[src/logic/ipf_pkg.sv]
package ipf_pkg;
	// register byte addresses on the bus
	localparam logic [3:0] IPF_OFS_CTRL1 = 4'h0;
	localparam logic [3:0] IPF_OFS_CTRL2 = 4'h4;
	localparam logic [3:0] IPF_OFS_REQS = 4'h8;
	localparam logic [3:0] IPF_OFS_FWD = 4'hC;
	// field low bit positions
	localparam int IPF_POS_HI = 12;
	localparam int IPF_POS_MH = 8;
	localparam int IPF_POS_ML = 4;
	localparam int IPF_POS_LO = 0;
	localparam int IPF_NSRC = 8;
	// implemented bits of a priority register
	localparam logic [15:0] IPF_IMPL_MASK = 16'h7777;
	// every field resets to level 4, gaps to zero
	localparam logic [15:0] IPF_RESET_VAL = 16'h4444;
	localparam logic [2:0] IPF_LVL_OFF = 3'h0;
	localparam logic [1:0] IPF_RESP_OKAY = 2'h0;
	localparam logic [1:0] IPF_RESP_SLVERR = 2'h2;
	// one source's request and its level
	typedef struct packed {
		logic req;
		logic [2:0] level;
	} ipf_src_t;
endpackage : ipf_pkg

[src/logic/ipf_top.sv]
// Notes on behaviour
// - three-bit field, code 111 means level 7
// - code 001 is level 1, codes map binary
// - code 000 disables source, never forwarded
// - gap bits always read as zero
// - ctrl1 bits 10-8 output compare 2 level
// - ctrl1 bits 6-4 input capture 2 level
// - ctrl1 bits 2-0 dma channel 0 level
// - ctrl2 bits 10-8 spi1 event level
// - reset loads level 4, gaps zero
// - ctrl1 bits 14-12 timer 2 level
//
// The register offsets and the AXI4-Lite register port were chosen for this implementation.
`timescale 1ns/1ps
`default_nettype none
module ipf_top
	import ipf_pkg::*;
(
	input wire logic aclk,
	input wire logic aresetn,
	input wire logic [3:0] s_axi_awaddr,
	input wire logic [2:0] s_axi_awprot,
	input wire logic s_axi_awvalid,
	output logic s_axi_awready,
	input wire logic [31:0] s_axi_wdata,
	input wire logic [3:0] s_axi_wstrb,
	input wire logic s_axi_wvalid,
	output logic s_axi_wready,
	output logic [1:0] s_axi_bresp,
	output logic s_axi_bvalid,
	input wire logic s_axi_bready,
	input wire logic [3:0] s_axi_araddr,
	input wire logic [2:0] s_axi_arprot,
	input wire logic s_axi_arvalid,
	output logic s_axi_arready,
	output logic [31:0] s_axi_rdata,
	output logic [1:0] s_axi_rresp,
	output logic s_axi_rvalid,
	input wire logic s_axi_rready,
	input wire logic [7:0] src_req,
	output ipf_src_t [7:0] src_fwd,
	output logic [2:0] timer2_prio,
	output logic [2:0] outcmp2_prio,
	output logic [2:0] incap2_prio,
	output logic [2:0] dma_ch0_done_prio,
	output logic [2:0] uart1_rx_prio,
	output logic [2:0] spi1_event_prio,
	output logic [2:0] spi1_error_prio,
	output logic [2:0] timer3_prio
);
	logic aw_held_reg;
	logic w_held_reg;
	logic [3:0] awaddr_reg;
	logic [31:0] wdata_reg;
	logic [3:0] wstrb_reg;
	logic bvalid_reg;
	logic [1:0] bresp_reg;
	logic rvalid_reg;
	logic [31:0] rdata_reg;
	logic [1:0] rresp_reg;
	logic wr_fire;
	logic wr_ctrl1;
	logic wr_ctrl2;
	logic [15:0] ctrl1;
	logic [15:0] ctrl2;
	logic [15:0] fwd_bits;
	logic [7:0] req_s1_reg;
	logic [7:0] req_s2_reg;
	logic [2:0] lvl [IPF_NSRC];

	// address and data are caught independently, in either order
	assign s_axi_awready = !aw_held_reg && !bvalid_reg;
	assign s_axi_wready = !w_held_reg && !bvalid_reg;
	assign wr_fire = aw_held_reg && w_held_reg && !bvalid_reg;
	assign wr_ctrl1 = wr_fire && awaddr_reg == IPF_OFS_CTRL1;
	assign wr_ctrl2 = wr_fire && awaddr_reg == IPF_OFS_CTRL2;

	// write address holding
	always_ff @(posedge aclk) begin
		if (!aresetn) begin
			aw_held_reg <= 1'b0;
			awaddr_reg <= 4'h0;
		end else if (s_axi_awvalid && s_axi_awready) begin
			aw_held_reg <= 1'b1;
			awaddr_reg <= {s_axi_awaddr[3:2], 2'b00};
		end else if (wr_fire) begin
			aw_held_reg <= 1'b0;
		end
	end

	// write data holding
	always_ff @(posedge aclk) begin
		if (!aresetn) begin
			w_held_reg <= 1'b0;
			wdata_reg <= 32'h0;
			wstrb_reg <= 4'h0;
		end else if (s_axi_wvalid && s_axi_wready) begin
			w_held_reg <= 1'b1;
			wdata_reg <= s_axi_wdata;
			wstrb_reg <= s_axi_wstrb;
		end else if (wr_fire) begin
			w_held_reg <= 1'b0;
		end
	end

	// write response; read-only and unmapped offsets answer slverr
	always_ff @(posedge aclk) begin
		if (!aresetn) begin
			bvalid_reg <= 1'b0;
			bresp_reg <= IPF_RESP_OKAY;
		end else if (wr_fire) begin
			bvalid_reg <= 1'b1;
			bresp_reg <= (wr_ctrl1 || wr_ctrl2) ? IPF_RESP_OKAY : IPF_RESP_SLVERR;
		end else if (s_axi_bready) begin
			bvalid_reg <= 1'b0;
		end
	end

	assign s_axi_bvalid = bvalid_reg;
	assign s_axi_bresp = bresp_reg;

	// the two priority registers
	ipf_prio_reg u_ctrl1 (
		.aclk(aclk),
		.aresetn(aresetn),
		.wr_en(wr_ctrl1),
		.wdata(wdata_reg),
		.wstrb(wstrb_reg),
		.value(ctrl1)
	);

	ipf_prio_reg u_ctrl2 (
		.aclk(aclk),
		.aresetn(aresetn),
		.wr_en(wr_ctrl2),
		.wdata(wdata_reg),
		.wstrb(wstrb_reg),
		.value(ctrl2)
	);

	// field extraction from the registers
	assign timer2_prio = ctrl1[IPF_POS_HI +: 3];
	assign outcmp2_prio = ctrl1[IPF_POS_MH +: 3];
	assign incap2_prio = ctrl1[IPF_POS_ML +: 3];
	assign dma_ch0_done_prio = ctrl1[IPF_POS_LO +: 3];
	assign uart1_rx_prio = ctrl2[IPF_POS_HI +: 3];
	assign spi1_event_prio = ctrl2[IPF_POS_MH +: 3];
	assign spi1_error_prio = ctrl2[IPF_POS_ML +: 3];
	assign timer3_prio = ctrl2[IPF_POS_LO +: 3];

	// source order: timer2, oc2, ic2, dma0, u1rx, spi1, spi1err, timer3
	assign lvl[0] = timer2_prio;
	assign lvl[1] = outcmp2_prio;
	assign lvl[2] = incap2_prio;
	assign lvl[3] = dma_ch0_done_prio;
	assign lvl[4] = uart1_rx_prio;
	assign lvl[5] = spi1_event_prio;
	assign lvl[6] = spi1_error_prio;
	assign lvl[7] = timer3_prio;

	// requests come from other peripherals' pins, so synchronise first
	always_ff @(posedge aclk) begin
		if (!aresetn) begin
			req_s1_reg <= 8'h0;
			req_s2_reg <= 8'h0;
		end else begin
			req_s1_reg <= src_req;
			req_s2_reg <= req_s1_reg;
		end
	end

	// one gate per source; the arbiter downstream sees only enabled ones
	for (genvar i = 0; i < IPF_NSRC; i++) begin : g_src
		ipf_src_gate u_gate (
			.aclk(aclk),
			.aresetn(aresetn),
			.req_in(req_s2_reg[i]),
			.level(lvl[i]),
			.fwd(src_fwd[i])
		);
		assign fwd_bits[i] = src_fwd[i].req;
		assign fwd_bits[i + 8] = 1'b0;
	end

	// read path; one cycle after address taken
	assign s_axi_arready = !rvalid_reg;

	always_ff @(posedge aclk) begin
		if (!aresetn) begin
			rvalid_reg <= 1'b0;
			rdata_reg <= 32'h0;
			rresp_reg <= IPF_RESP_OKAY;
		end else if (s_axi_arvalid && s_axi_arready) begin
			rvalid_reg <= 1'b1;
			rresp_reg <= IPF_RESP_OKAY;
			unique case ({s_axi_araddr[3:2], 2'b00})
				IPF_OFS_CTRL1: rdata_reg <= {16'h0, ctrl1};
				IPF_OFS_CTRL2: rdata_reg <= {16'h0, ctrl2};
				IPF_OFS_REQS: rdata_reg <= {24'h0, req_s2_reg};
				IPF_OFS_FWD: rdata_reg <= {16'h0, fwd_bits};
				default: begin
					rdata_reg <= 32'h0;
					rresp_reg <= IPF_RESP_SLVERR;
				end
			endcase
		end else if (s_axi_rready) begin
			rvalid_reg <= 1'b0;
		end
	end

	assign s_axi_rvalid = rvalid_reg;
	assign s_axi_rdata = rdata_reg;
	assign s_axi_rresp = rresp_reg;

	// checks across the block
	reset_level_a: assert property (@(posedge aclk) $rose(aresetn) |-> ctrl1 == 16'h4444 && ctrl2 == 16'h4444)
		else $error("priority registers not at level 4 after reset");
	ctrl1_read_a: assert property (@(posedge aclk) disable iff (!aresetn)
		s_axi_arvalid && s_axi_arready && s_axi_araddr[3:2] == 2'b00 |=> s_axi_rdata[31:0] == {16'h0, $past(ctrl1)})
		else $error("ctrl1 readback wrong");
	timer2_field_a: assert property (@(posedge aclk) disable iff (!aresetn)
		wr_ctrl1 && wstrb_reg[1] |=> timer2_prio == $past(wdata_reg[14:12]))
		else $error("timer2 level not from bits 14-12");
	spi1_field_a: assert property (@(posedge aclk) disable iff (!aresetn)
		wr_ctrl2 && wstrb_reg[1] |=> spi1_event_prio == $past(wdata_reg[10:8]))
		else $error("spi1 event level not from bits 10-8");
	dma_field_a: assert property (@(posedge aclk) disable iff (!aresetn)
		wr_ctrl1 && wstrb_reg[0] |=> dma_ch0_done_prio == $past(wdata_reg[2:0]) && incap2_prio == $past(wdata_reg[6:4]))
		else $error("low byte fields of ctrl1 wrong");
	timer3_field_a: assert property (@(posedge aclk) disable iff (!aresetn)
		wr_ctrl2 && wstrb_reg[0] |=> timer3_prio == $past(wdata_reg[2:0]) && spi1_error_prio == $past(wdata_reg[6:4]))
		else $error("low byte fields of ctrl2 wrong");
	oc2_field_a: assert property (@(posedge aclk) disable iff (!aresetn)
		wr_ctrl1 && wstrb_reg[1] |=> outcmp2_prio == $past(wdata_reg[10:8]))
		else $error("output compare 2 level not from bits 10-8");

	// write channel handshakes; readies stay low while a response is owed
	awready_gap_a: assert property (@(posedge aclk) disable iff (!aresetn)
		bvalid_reg |-> !s_axi_awready)
		else $error("awready high while response pending");
	wready_gap_a: assert property (@(posedge aclk) disable iff (!aresetn)
		bvalid_reg |-> !s_axi_wready)
		else $error("wready high while response pending");
	aw_hold_a: assert property (@(posedge aclk) disable iff (!aresetn)
		aw_held_reg |-> !s_axi_awready)
		else $error("awready high while address held");
	w_hold_a: assert property (@(posedge aclk) disable iff (!aresetn)
		w_held_reg |-> !s_axi_wready)
		else $error("wready high while data held");
	fire_clears_a: assert property (@(posedge aclk) disable iff (!aresetn)
		wr_fire |=> !aw_held_reg && !w_held_reg)
		else $error("held write not released");

	// write response; a slave answer must stand until taken
	bvalid_rise_a: assert property (@(posedge aclk) disable iff (!aresetn)
		wr_fire |=> s_axi_bvalid)
		else $error("no response after write");
	bvalid_stand_a: assert property (@(posedge aclk) disable iff (!aresetn)
		s_axi_bvalid && !s_axi_bready |=> s_axi_bvalid && $stable(s_axi_bresp))
		else $error("write response dropped early");
	bvalid_drop_a: assert property (@(posedge aclk) disable iff (!aresetn)
		s_axi_bvalid && s_axi_bready |=> !s_axi_bvalid)
		else $error("write response held after bready");
	bresp_okay_a: assert property (@(posedge aclk) disable iff (!aresetn)
		wr_fire && (wr_ctrl1 || wr_ctrl2) |=> s_axi_bresp == IPF_RESP_OKAY)
		else $error("register write not okay");
	bresp_err_a: assert property (@(posedge aclk) disable iff (!aresetn)
		wr_fire && !(wr_ctrl1 || wr_ctrl2) |=> s_axi_bresp == IPF_RESP_SLVERR)
		else $error("status write not refused");
	bad_write_inert_a: assert property (@(posedge aclk) disable iff (!aresetn)
		wr_fire && !(wr_ctrl1 || wr_ctrl2) |=> $stable(ctrl1) && $stable(ctrl2))
		else $error("refused write changed a register");

	// read channel; every offset of the window is mapped
	arready_gap_a: assert property (@(posedge aclk) disable iff (!aresetn)
		s_axi_rvalid |-> !s_axi_arready)
		else $error("arready high while read data pending");
	rvalid_rise_a: assert property (@(posedge aclk) disable iff (!aresetn)
		s_axi_arvalid && s_axi_arready |=> s_axi_rvalid)
		else $error("no read data after address");
	rvalid_stand_a: assert property (@(posedge aclk) disable iff (!aresetn)
		s_axi_rvalid && !s_axi_rready |=> s_axi_rvalid && $stable(s_axi_rdata))
		else $error("read data dropped early");
	rvalid_drop_a: assert property (@(posedge aclk) disable iff (!aresetn)
		s_axi_rvalid && s_axi_rready |=> !s_axi_rvalid)
		else $error("read data held after rready");
	rresp_okay_a: assert property (@(posedge aclk) disable iff (!aresetn)
		s_axi_arvalid && s_axi_arready |=> s_axi_rresp == IPF_RESP_OKAY)
		else $error("mapped read not okay");
	ctrl2_read_a: assert property (@(posedge aclk) disable iff (!aresetn)
		s_axi_arvalid && s_axi_arready && s_axi_araddr[3:2] == 2'b01 |=> s_axi_rdata == {16'h0, $past(ctrl2)})
		else $error("ctrl2 readback wrong");
	reqs_read_a: assert property (@(posedge aclk) disable iff (!aresetn)
		s_axi_arvalid && s_axi_arready && s_axi_araddr[3:2] == 2'b10 |=> s_axi_rdata == {24'h0, $past(req_s2_reg)})
		else $error("request status readback wrong");
	fwd_read_a: assert property (@(posedge aclk) disable iff (!aresetn)
		s_axi_arvalid && s_axi_arready && s_axi_araddr[3:2] == 2'b11 |=> s_axi_rdata == {16'h0, $past(fwd_bits)})
		else $error("forwarded status readback wrong");
	rdata_upper_a: assert property (@(posedge aclk) disable iff (!aresetn)
		s_axi_rvalid |-> s_axi_rdata[31:16] == 16'h0)
		else $error("upper read half not zero");

	// register contents; gaps never hold a one, idle registers keep still
	ctrl1_gaps_a: assert property (@(posedge aclk) disable iff (!aresetn)
		(ctrl1 & ~IPF_IMPL_MASK) == 16'h0)
		else $error("ctrl1 gap bit set");
	ctrl2_gaps_a: assert property (@(posedge aclk) disable iff (!aresetn)
		(ctrl2 & ~IPF_IMPL_MASK) == 16'h0)
		else $error("ctrl2 gap bit set");
	ctrl1_quiet_a: assert property (@(posedge aclk) disable iff (!aresetn)
		!wr_ctrl1 |=> $stable(ctrl1))
		else $error("ctrl1 changed without write");
	ctrl2_quiet_a: assert property (@(posedge aclk) disable iff (!aresetn)
		!wr_ctrl2 |=> $stable(ctrl2))
		else $error("ctrl2 changed without write");
	uart1_field_a: assert property (@(posedge aclk) disable iff (!aresetn)
		wr_ctrl2 && wstrb_reg[1] |=> uart1_rx_prio == $past(wdata_reg[14:12]))
		else $error("uart1 rx level not from bits 14-12");

	// reset values; checked while reset is held, so no disable here
	ctrl1_reset_a: assert property (@(posedge aclk) !aresetn |=> ctrl1 == IPF_RESET_VAL)
		else $error("ctrl1 not reset to level 4");
	ctrl2_reset_a: assert property (@(posedge aclk) !aresetn |=> ctrl2 == IPF_RESET_VAL)
		else $error("ctrl2 not reset to level 4");
	fwd_reset_a: assert property (@(posedge aclk) !aresetn |=> src_fwd == '0)
		else $error("forwarded requests not cleared by reset");

	// source path; the first edge after reset still shows reset values
	sync_two_a: assert property (@(posedge aclk) disable iff (!aresetn)
		$past(aresetn) |-> req_s2_reg == $past(req_s1_reg))
		else $error("request synchroniser skipped a stage");
	fwd_bits_map_a: assert property (@(posedge aclk) disable iff (!aresetn)
		fwd_bits[15:8] == 8'h0)
		else $error("forwarded status upper bits set");
	timer2_fwd_a: assert property (@(posedge aclk) disable iff (!aresetn)
		$past(aresetn) |-> src_fwd[0].level == $past(timer2_prio))
		else $error("timer2 forwarded level wrong");
	timer3_fwd_a: assert property (@(posedge aclk) disable iff (!aresetn)
		$past(aresetn) |-> src_fwd[7].level == $past(timer3_prio))
		else $error("timer3 forwarded level wrong");
	timer2_off_a: assert property (@(posedge aclk) disable iff (!aresetn)
		$past(timer2_prio) == IPF_LVL_OFF |-> !src_fwd[0].req)
		else $error("disabled timer2 forwarded");
	timer3_off_a: assert property (@(posedge aclk) disable iff (!aresetn)
		$past(timer3_prio) == IPF_LVL_OFF |-> !src_fwd[7].req)
		else $error("disabled timer3 forwarded");
endmodule : ipf_top
`default_nettype wire

[src/logic/ipf_prio_reg.sv]
`timescale 1ns/1ps
`default_nettype none
module ipf_prio_reg
	import ipf_pkg::*;
(
	input wire logic aclk,
	input wire logic aresetn,
	input wire logic wr_en,
	input wire logic [31:0] wdata,
	input wire logic [3:0] wstrb,
	output logic [15:0] value
);
	logic [15:0] value_reg;
	logic [15:0] value_next;

	// byte lanes merge; gap bits masked so they never store
	always_comb begin
		value_next = value_reg;
		if (wstrb[0]) value_next[7:0] = wdata[7:0];
		if (wstrb[1]) value_next[15:8] = wdata[15:8];
		value_next = value_next & IPF_IMPL_MASK;
	end

	// fields load level 4 at reset
	always_ff @(posedge aclk) begin
		if (!aresetn) value_reg <= IPF_RESET_VAL;
		else if (wr_en) value_reg <= value_next;
	end

	assign value = value_reg;

	gaps_zero_a: assert property (@(posedge aclk) disable iff (!aresetn) (value_reg & ~IPF_IMPL_MASK) == 16'h0)
		else $error("unimplemented priority bit set");
	write_lands_a: assert property (@(posedge aclk) disable iff (!aresetn)
		wr_en && wstrb[1] |=> value_reg[14:8] == ($past(wdata[14:8]) & IPF_IMPL_MASK[14:8]))
		else $error("high byte write not stored");
endmodule : ipf_prio_reg
`default_nettype wire

[src/logic/ipf_src_gate.sv]
`timescale 1ns/1ps
`default_nettype none
module ipf_src_gate
	import ipf_pkg::*;
(
	input wire logic aclk,
	input wire logic aresetn,
	input wire logic req_in,
	input wire logic [2:0] level,
	output ipf_src_t fwd
);
	ipf_src_t fwd_reg;

	// level 0 blocks the request; 1..7 pass with level equal to code
	always_ff @(posedge aclk) begin
		if (!aresetn) fwd_reg <= '0;
		else begin
			fwd_reg.req <= req_in && (level != IPF_LVL_OFF);
			fwd_reg.level <= level;
		end
	end

	assign fwd = fwd_reg;

	disabled_blocks_a: assert property (@(posedge aclk) disable iff (!aresetn)
		$past(level) == IPF_LVL_OFF |-> !fwd_reg.req)
		else $error("disabled source forwarded");
	level_follows_a: assert property (@(posedge aclk) disable iff (!aresetn)
		$past(req_in) && $past(level) != 3'h0 |-> fwd_reg.req && fwd_reg.level == $past(level))
		else $error("enabled request lost or level wrong");
endmodule : ipf_src_gate
`default_nettype wire

[config.mk]
export PLATFORM = sky130hd
export DESIGN_NAME = ipf_top
export DESIGN_NICKNAME = d
export VERILOG_FILES = /design/src/logic/ipf_pkg.sv /design/src/logic/ipf_top.sv /design/src/logic/ipf_prio_reg.sv /design/src/logic/ipf_src_gate.sv
export SDC_FILE = /design/constraint.sdc
export NUM_CORES = 1
export LEC_CHECK = 0
export BUFFER_PORTS_ARGS = -buffer_cell sky130_fd_sc_hd__buf_2
export CAP_MARGIN = 0
export CORE_MARGIN = 10
export CORE_UTILIZATION = 43
export DETAILED_ROUTE_END_ITERATION = 10
export GPL_TIMING_DRIVEN = 0
export PLACE_DENSITY = 0.72
export SKIP_CTS_REPAIR_TIMING = 1
export SLEW_MARGIN = 40
export SYNTH_ARGS = -nofsm -noshare
export SYNTH_HDL_FRONTEND = slang
export SYNTH_SLANG_ARGS = --single-unit
export TNS_END_PERCENT = 20
[constraint.sdc]
create_clock -name aclk -period 1.2 [get_ports aclk]
set_clock_uncertainty 0.05 [all_clocks]
set_input_delay 0.18 -clock aclk [delete_from_list [all_inputs] [get_ports aclk]]
set_output_delay 0.18 -clock aclk [all_outputs]
set_load 0.01 [all_outputs]
# Word level (Yosys, flattened, before mapping)
# Index checks and enable logic that the tools add are counted.
[totals] reg_bits=129 in_bits=65 out_inout_bits=97 word_cells=84
[op_classes] n_eq_ne=4 mux=9 n_reduce_logical=40
[op_table] op="$pmux 32 s4" count=1
[op_table] op="$reduce_bool 3->1" count=8
[op_table] op="$logic_and 1x1->1" count=17
[op_table] op="$reduce_and 2->1" count=4
[op_table] op="$reduce_bool 2->1" count=4
[op_table] op="$mux 1" count=7
[op_table] op="$eq 2x1->1 const B" count=2
[op_table] op="$eq 2x2->1 const B" count=2
[op_table] op="$logic_not 1->1" count=4
[op_table] op="$logic_not 4->1" count=1
[op_table] op="$logic_not 2->1" count=1
[op_table] op="$mux 2" count=1
[op_table] op="$logic_or 1x1->1" count=1

# Longest topological paths before layout
[depth] depth_word=5 mapped_depth=5 ltp_nobuf=3

# Modules after synthesis
# A second synthesis with hierarchy kept.
[hier_totals] hier_cells=506 area_unflattened_um2=4958.5
[by_module_without_submodules] module="ipf_top" instances=1 cells_each=326 area_per_inst_um2=3081.7
[by_module_without_submodules] module="ipf_prio_reg" instances=2 cells_each=58 area_per_inst_um2=498.0
[by_module_without_submodules] module="ipf_src_gate" instances=8 cells_each=8 area_per_inst_um2=110.1

# Worst setup path after synthesis
# No wires, ideal clock.
[synth_path] path_type="register to register" from="register bvalid_reg, in the netlist s_axi_bvalid" to="register wdata_reg[10]" setup_time_ns=0.116 t_arrival_ns=1.127 required_ns=1.034 setup_slack_ns=-0.093 path_stages_with_launch=6 synth_period_minus_slack_ns=1.293 path_cell_list="dfxtp_1 -> nor3b_2 -> buf_6 -> buf_12 -> mux2i_1 -> nor2b_1"
[synth_between] elab_chain_len=3
[synth_lines] item="from (decl)" line="ipf_top.sv:56" rtl="logic bvalid_reg;"
[synth_lines] item="from (signal assigned)" line="ipf_top.sv:109" rtl="bvalid_reg <= 1'b0;"
[synth_lines] item="from (signal assigned)" line="ipf_top.sv:112" rtl="bvalid_reg <= 1'b1;"
[synth_lines] item="from (signal assigned)" line="ipf_top.sv:115" rtl="bvalid_reg <= 1'b0;"
[synth_lines] item="$logic_not 1->1" line="ipf_top.sv:73" rtl="assign s_axi_wready = !w_held_reg && !bvalid_reg;"
[synth_lines] item="$logic_and 1x1->1" line="ipf_top.sv:73"
[synth_lines] item="$logic_and 1x1->1" line="ipf_top.sv:97" rtl="end else if (s_axi_wvalid && s_axi_wready) begin"
[synth_lines] item="to (signal assigned)" line="ipf_top.sv:99" rtl="wdata_reg <= s_axi_wdata;"
[synth_lines] item="to (decl)" line="ipf_top.sv:54" rtl="logic [31:0] wdata_reg;"
# No other way between the ends.
# A chain may end at the register's enable or synchronous reset.

# Worst setup path in the final report
[layout_path] from="register w_held_reg" to="register u_ctrl2.value_reg[10], in the netlist u_ctrl2.value[10]"
[layout_between] elab_chain_len=4
[layout_lines] item="from (decl)" line="ipf_top.sv:52" rtl="logic w_held_reg;"
[layout_lines] item="from (signal assigned)" line="ipf_top.sv:94" rtl="w_held_reg <= 1'b0;"
[layout_lines] item="from (signal assigned)" line="ipf_top.sv:98" rtl="w_held_reg <= 1'b1;"
[layout_lines] item="from (signal assigned)" line="ipf_top.sv:102" rtl="w_held_reg <= 1'b0;"
[layout_lines] item="$logic_and 1x1->1 (2 in a row)" line="ipf_top.sv:74" rtl="assign wr_fire = aw_held_reg && w_held_reg && !bvalid_reg;"
[layout_lines] item="$logic_and 1x1->1" line="ipf_top.sv:76" rtl="assign wr_ctrl2 = wr_fire && awaddr_reg == IPF_OFS_CTRL2;"
[layout_lines] item="$reduce_and 2->1 (no line)"
[layout_lines] item="to (signal assigned)" line="ipf_prio_reg.sv:27" rtl="else if (wr_en) value_reg <= value_next;"
[layout_lines] item="to (decl)" line="ipf_prio_reg.sv:13" rtl="logic [15:0] value_reg;"
# No other way between the ends.

==> flow_metrics.py <==
metrics = {
    "sta": {
        "fmax_mhz": 768,
        "final.min_clock_period_ns": 1.30,
        "finalMaxSlewViolations": 0,
        "setup_slack_ns": -0.103,
        "period_share_pct": 109,
        "setup-violations-final": 26,
        "relSlewSlack_pct": 66.0,
        "hold_viol": 0,
        "tightest_slew_ns": 0.509,
        "rsz0062_at_grt": "true",
    },
    "pwr": {
        "p_sw_mw": 1.60,
        "power_density_nw_per_um2": 1300,
        "pwr-share-seq_pct": 54.9,
        "p_int_mw": 5.20,
        "p_leak_nw": 2.63,
        "p_sw_share_pct": 23.5,
        "clockPowerShare_pct": 34.8,
        "combinationalPowerShare_pct": 10.4,
        "vdd.ir_drop.worst_v": 0.00100,
    },
    "cells_and_area": {
        "syn2layout_area_growth_pct": 29.8,
        "instances_no_fill": 633,
        "final_core_util_pct": 57.0,
        "finalNetCount": 581,
        "largest_reg_flops": 32,
        "fillers": 800,
        "drive_above_1_share_pct": 39.3,
        "multi_input_area_sq_um": 1690,
        "seqCellArea_sq_um": 2180,
    },
    "setup_path": {
        "startpoint_type": "register",
        "cp.required_ns": 1.44,
        "r2r-end": "u_ctrl2.value[10]$_SDFFE_PN1P_",
        "regToRegSetupSlack_ns": -0.10,
        "cp_max_fo": 6,
        "worstSetupPathType": "reg2reg",
        "cp-end-kind": "register",
        "worstRegToRegCells": 4,
        "arrival_ns": 1.54,
        "critPathLaunch": "w_held_reg$_SDFFE_PN0P_",
        "crit_end": "u_ctrl2.value[10]$_SDFFE_PN1P_",
        "r2r_start": "w_held_reg$_SDFFE_PN0P_",
    },
    "drt": {
        "drt-met1-wl_um": 4330,
        "top_layer": "met4",
        "drt-total-wl_um": 10900,
        "drtAntennaViolNets": 0,
        "drt_iter0_drc": 166,
        "drc": 0,
        "first_pass_iters": 4,
        "vias": 3036,
        "wl_per_cell_um": 17.2,
        "route.met3.wl_um": 1110,
        "vias_per_cell": 4.80,
        "dr_wl_met2_um": 5230,
    },
    "yosys": {
        "async_flop_share_pct": 0,
        "synth.most_common_cell": "dfxtp_1",
        "synth_top_area_share_pct": 53.0,
        "synthTopCellsByCount": "dfxtp_1 (107), mux2i_1 (53), nor2b_1 (38), nand2_1 (27), and2_1 (24)",
        "ys_types": 31,
        "synth_warnings": 0,
        "avgSynthCellArea_sq_um": 11.0,
        "synthFlopType": "dfxtp_1",
        "synth_top_area_cell": "dfxtp_1",
        "synth_cells": 367,
        "synth.area.top_cells": "dfxtp_1 (53%), mux2i_1 (13%), nor2b_1 (5.9%), buf_4 (3.9%), and2_1 (3.7%)",
        "ys_seq_area_share_pct": 53.0,
        "netlist_area_sq_um": 4040,
        "ys_seq_elements": 107,
        "synth_edf_count": 0,
    },
    "floorplan": {
        "die_x_um": 117,
        "die_area_sq_um": 13700,
        "core_sq_um": 9200,
        "io_pins": 162,
        "start_util_pct": 43.9,
        "die_height_um": 117,
        "core.rowCount": 35,
    },
    "global_route": {
        "grt_max_degree": 18,
        "grt_pass1_wl_um": 16000,
        "grt_pass1_vias": 3019,
        "grt_usage_pct": 15.2,
        "antenna_found_initial": 1,
        "grt-ovfl-total": 0,
    },
    "clock_tree": {
        "cts_root_buffer": "clkbuf_8",
        "cts_buffer_depth": 2,
        "cts_tree": "built",
        "clock_sinks": 107,
        "insertion_delay_ns": 0.36,
        "cts-buffers-inserted": 9,
        "cts_max_level": 3,
        "clkTransAtPathRegs_ns": 0.09,
    },
    "flow_run": {
        "drv_cap": 0,
    },
    "placement": {
        "gp_congestion": 0.846,
        "dp_cells": 603,
        "portBuffers": 105,
        "dpl.hpwl_um": 8320,
    },
    "run_status": {
        "status": "complete, but fails checks",
        "violations": "setup timing",
    },
    "hold_path": {
        "hold_path_class": "in2reg",
    },
}
## how the worst min path moves through the flow
stage	startpoint	endpoint	slack, ns	depth (start not counted)
after floorplan	src_req[0]	req_s1_reg[0]$_SDFF_PN0_	0.26	1
after detailed placement	src_req[2]	req_s1_reg[2]$_SDFF_PN0_	0.34	2
final	s_axi_rready	s_axi_rvalid$_SDFFE_PN0P_	0.007	3
after global routing	s_axi_rready	s_axi_rvalid$_SDFFE_PN0P_	0.01	3
after CTS	src_req[7]	req_s1_reg[7]$_SDFF_PN0_	-0.06	2
after global placement	src_req[7]	req_s1_reg[7]$_SDFF_PN0_	0.33	2
## through the flow
| step | TNS [ns] | cell area (sq um) | total power [mW] | hold WS [ns] | setup WS (ns) |
|---|---|---|---|---|---|
| after global placement | -1.92 | 4780 | 4.42 | 0.335 | -0.0836 |
| final | -1.54 | 5240 | 6.80 | 0.00692 | -0.103 |
| after floorplan | -0.0431 | 4120 | 4.23 | 0.257 | -0.00479 |
| after detailed placement | -2.55 | 4780 | 4.44 | 0.341 | -0.131 |
| after CTS | -3.77 | 5000 | 6.77 | -0.0566 | -0.148 |
| after global routing | -4.03 | 5240 | 7.07 | 0.0135 | -0.173 |
## critical path, cell delays in order (launching register included)
cell,delay [ns]
dfxtp_4,0.38
nor2b_4,0.25
and4_1,0.23
buf_6,0.13
mux2i_1,0.18
## cell usage in the layout (no fill, tap or decap), types with 8 or more instances in the layout
cell type        n
clkbuf_8         9
clkbuf_1         8
inv_1           17
dfxtp_1         82
conb_1          21
and2_1          24
mux2i_1         52
buf_4           25
buf_2          111
mux2_2           8
nand2_1         27
o311a_1          8
nor2b_1         37
dfxtp_2         21
nand3_1          8
dlygate4sd3_1    8
## kinds of logic after synthesis
group / share of synthesized area [%]
buf+inv: 8.46
mux: 15.4
simple gates: 17.5
other cells: 0.0928
flops: 53.0
compound gates: 5.51
## area by class of cell
class | count | share of cell area, %
diodes | 1 | 0.0477
plain buffers | 40 | 5.35
clock buffers | 10 | 2.43
clock inverters | 6 | 1.72
inverters | 17 | 1.22
multi-input cells | 223 | 32.1
flip-flops and latches | 107 | 41.6
well taps | 111 | 2.65
repair buffers | 118 | 12.8
## power groups by stage
stage | Combinational [mW] | Clock (mW) | Sequential (mW)
global route | 0.767 | 2.55 | 3.75
global placement | 0.610 | 0 | 3.81
detailed placement | 0.623 | 0 | 3.81
CTS | 0.625 | 2.41 | 3.73
finish | 0.706 | 2.36 | 3.73
floorplan | 0.417 | 0 | 3.82
## per-layer routing
| metal | up-vias | track usage (%) |
|---|---|---|
| met3 | 16 | 6.12 |
| met4 | 0 | 5.11 |
| li1 | 1494 | - |
| met5 | - | 0 |
| met1 | 1401 | 17.7 |
| met2 | 125 | 24.9 |
No activity file was read; power rests on OpenSTA's default activity.
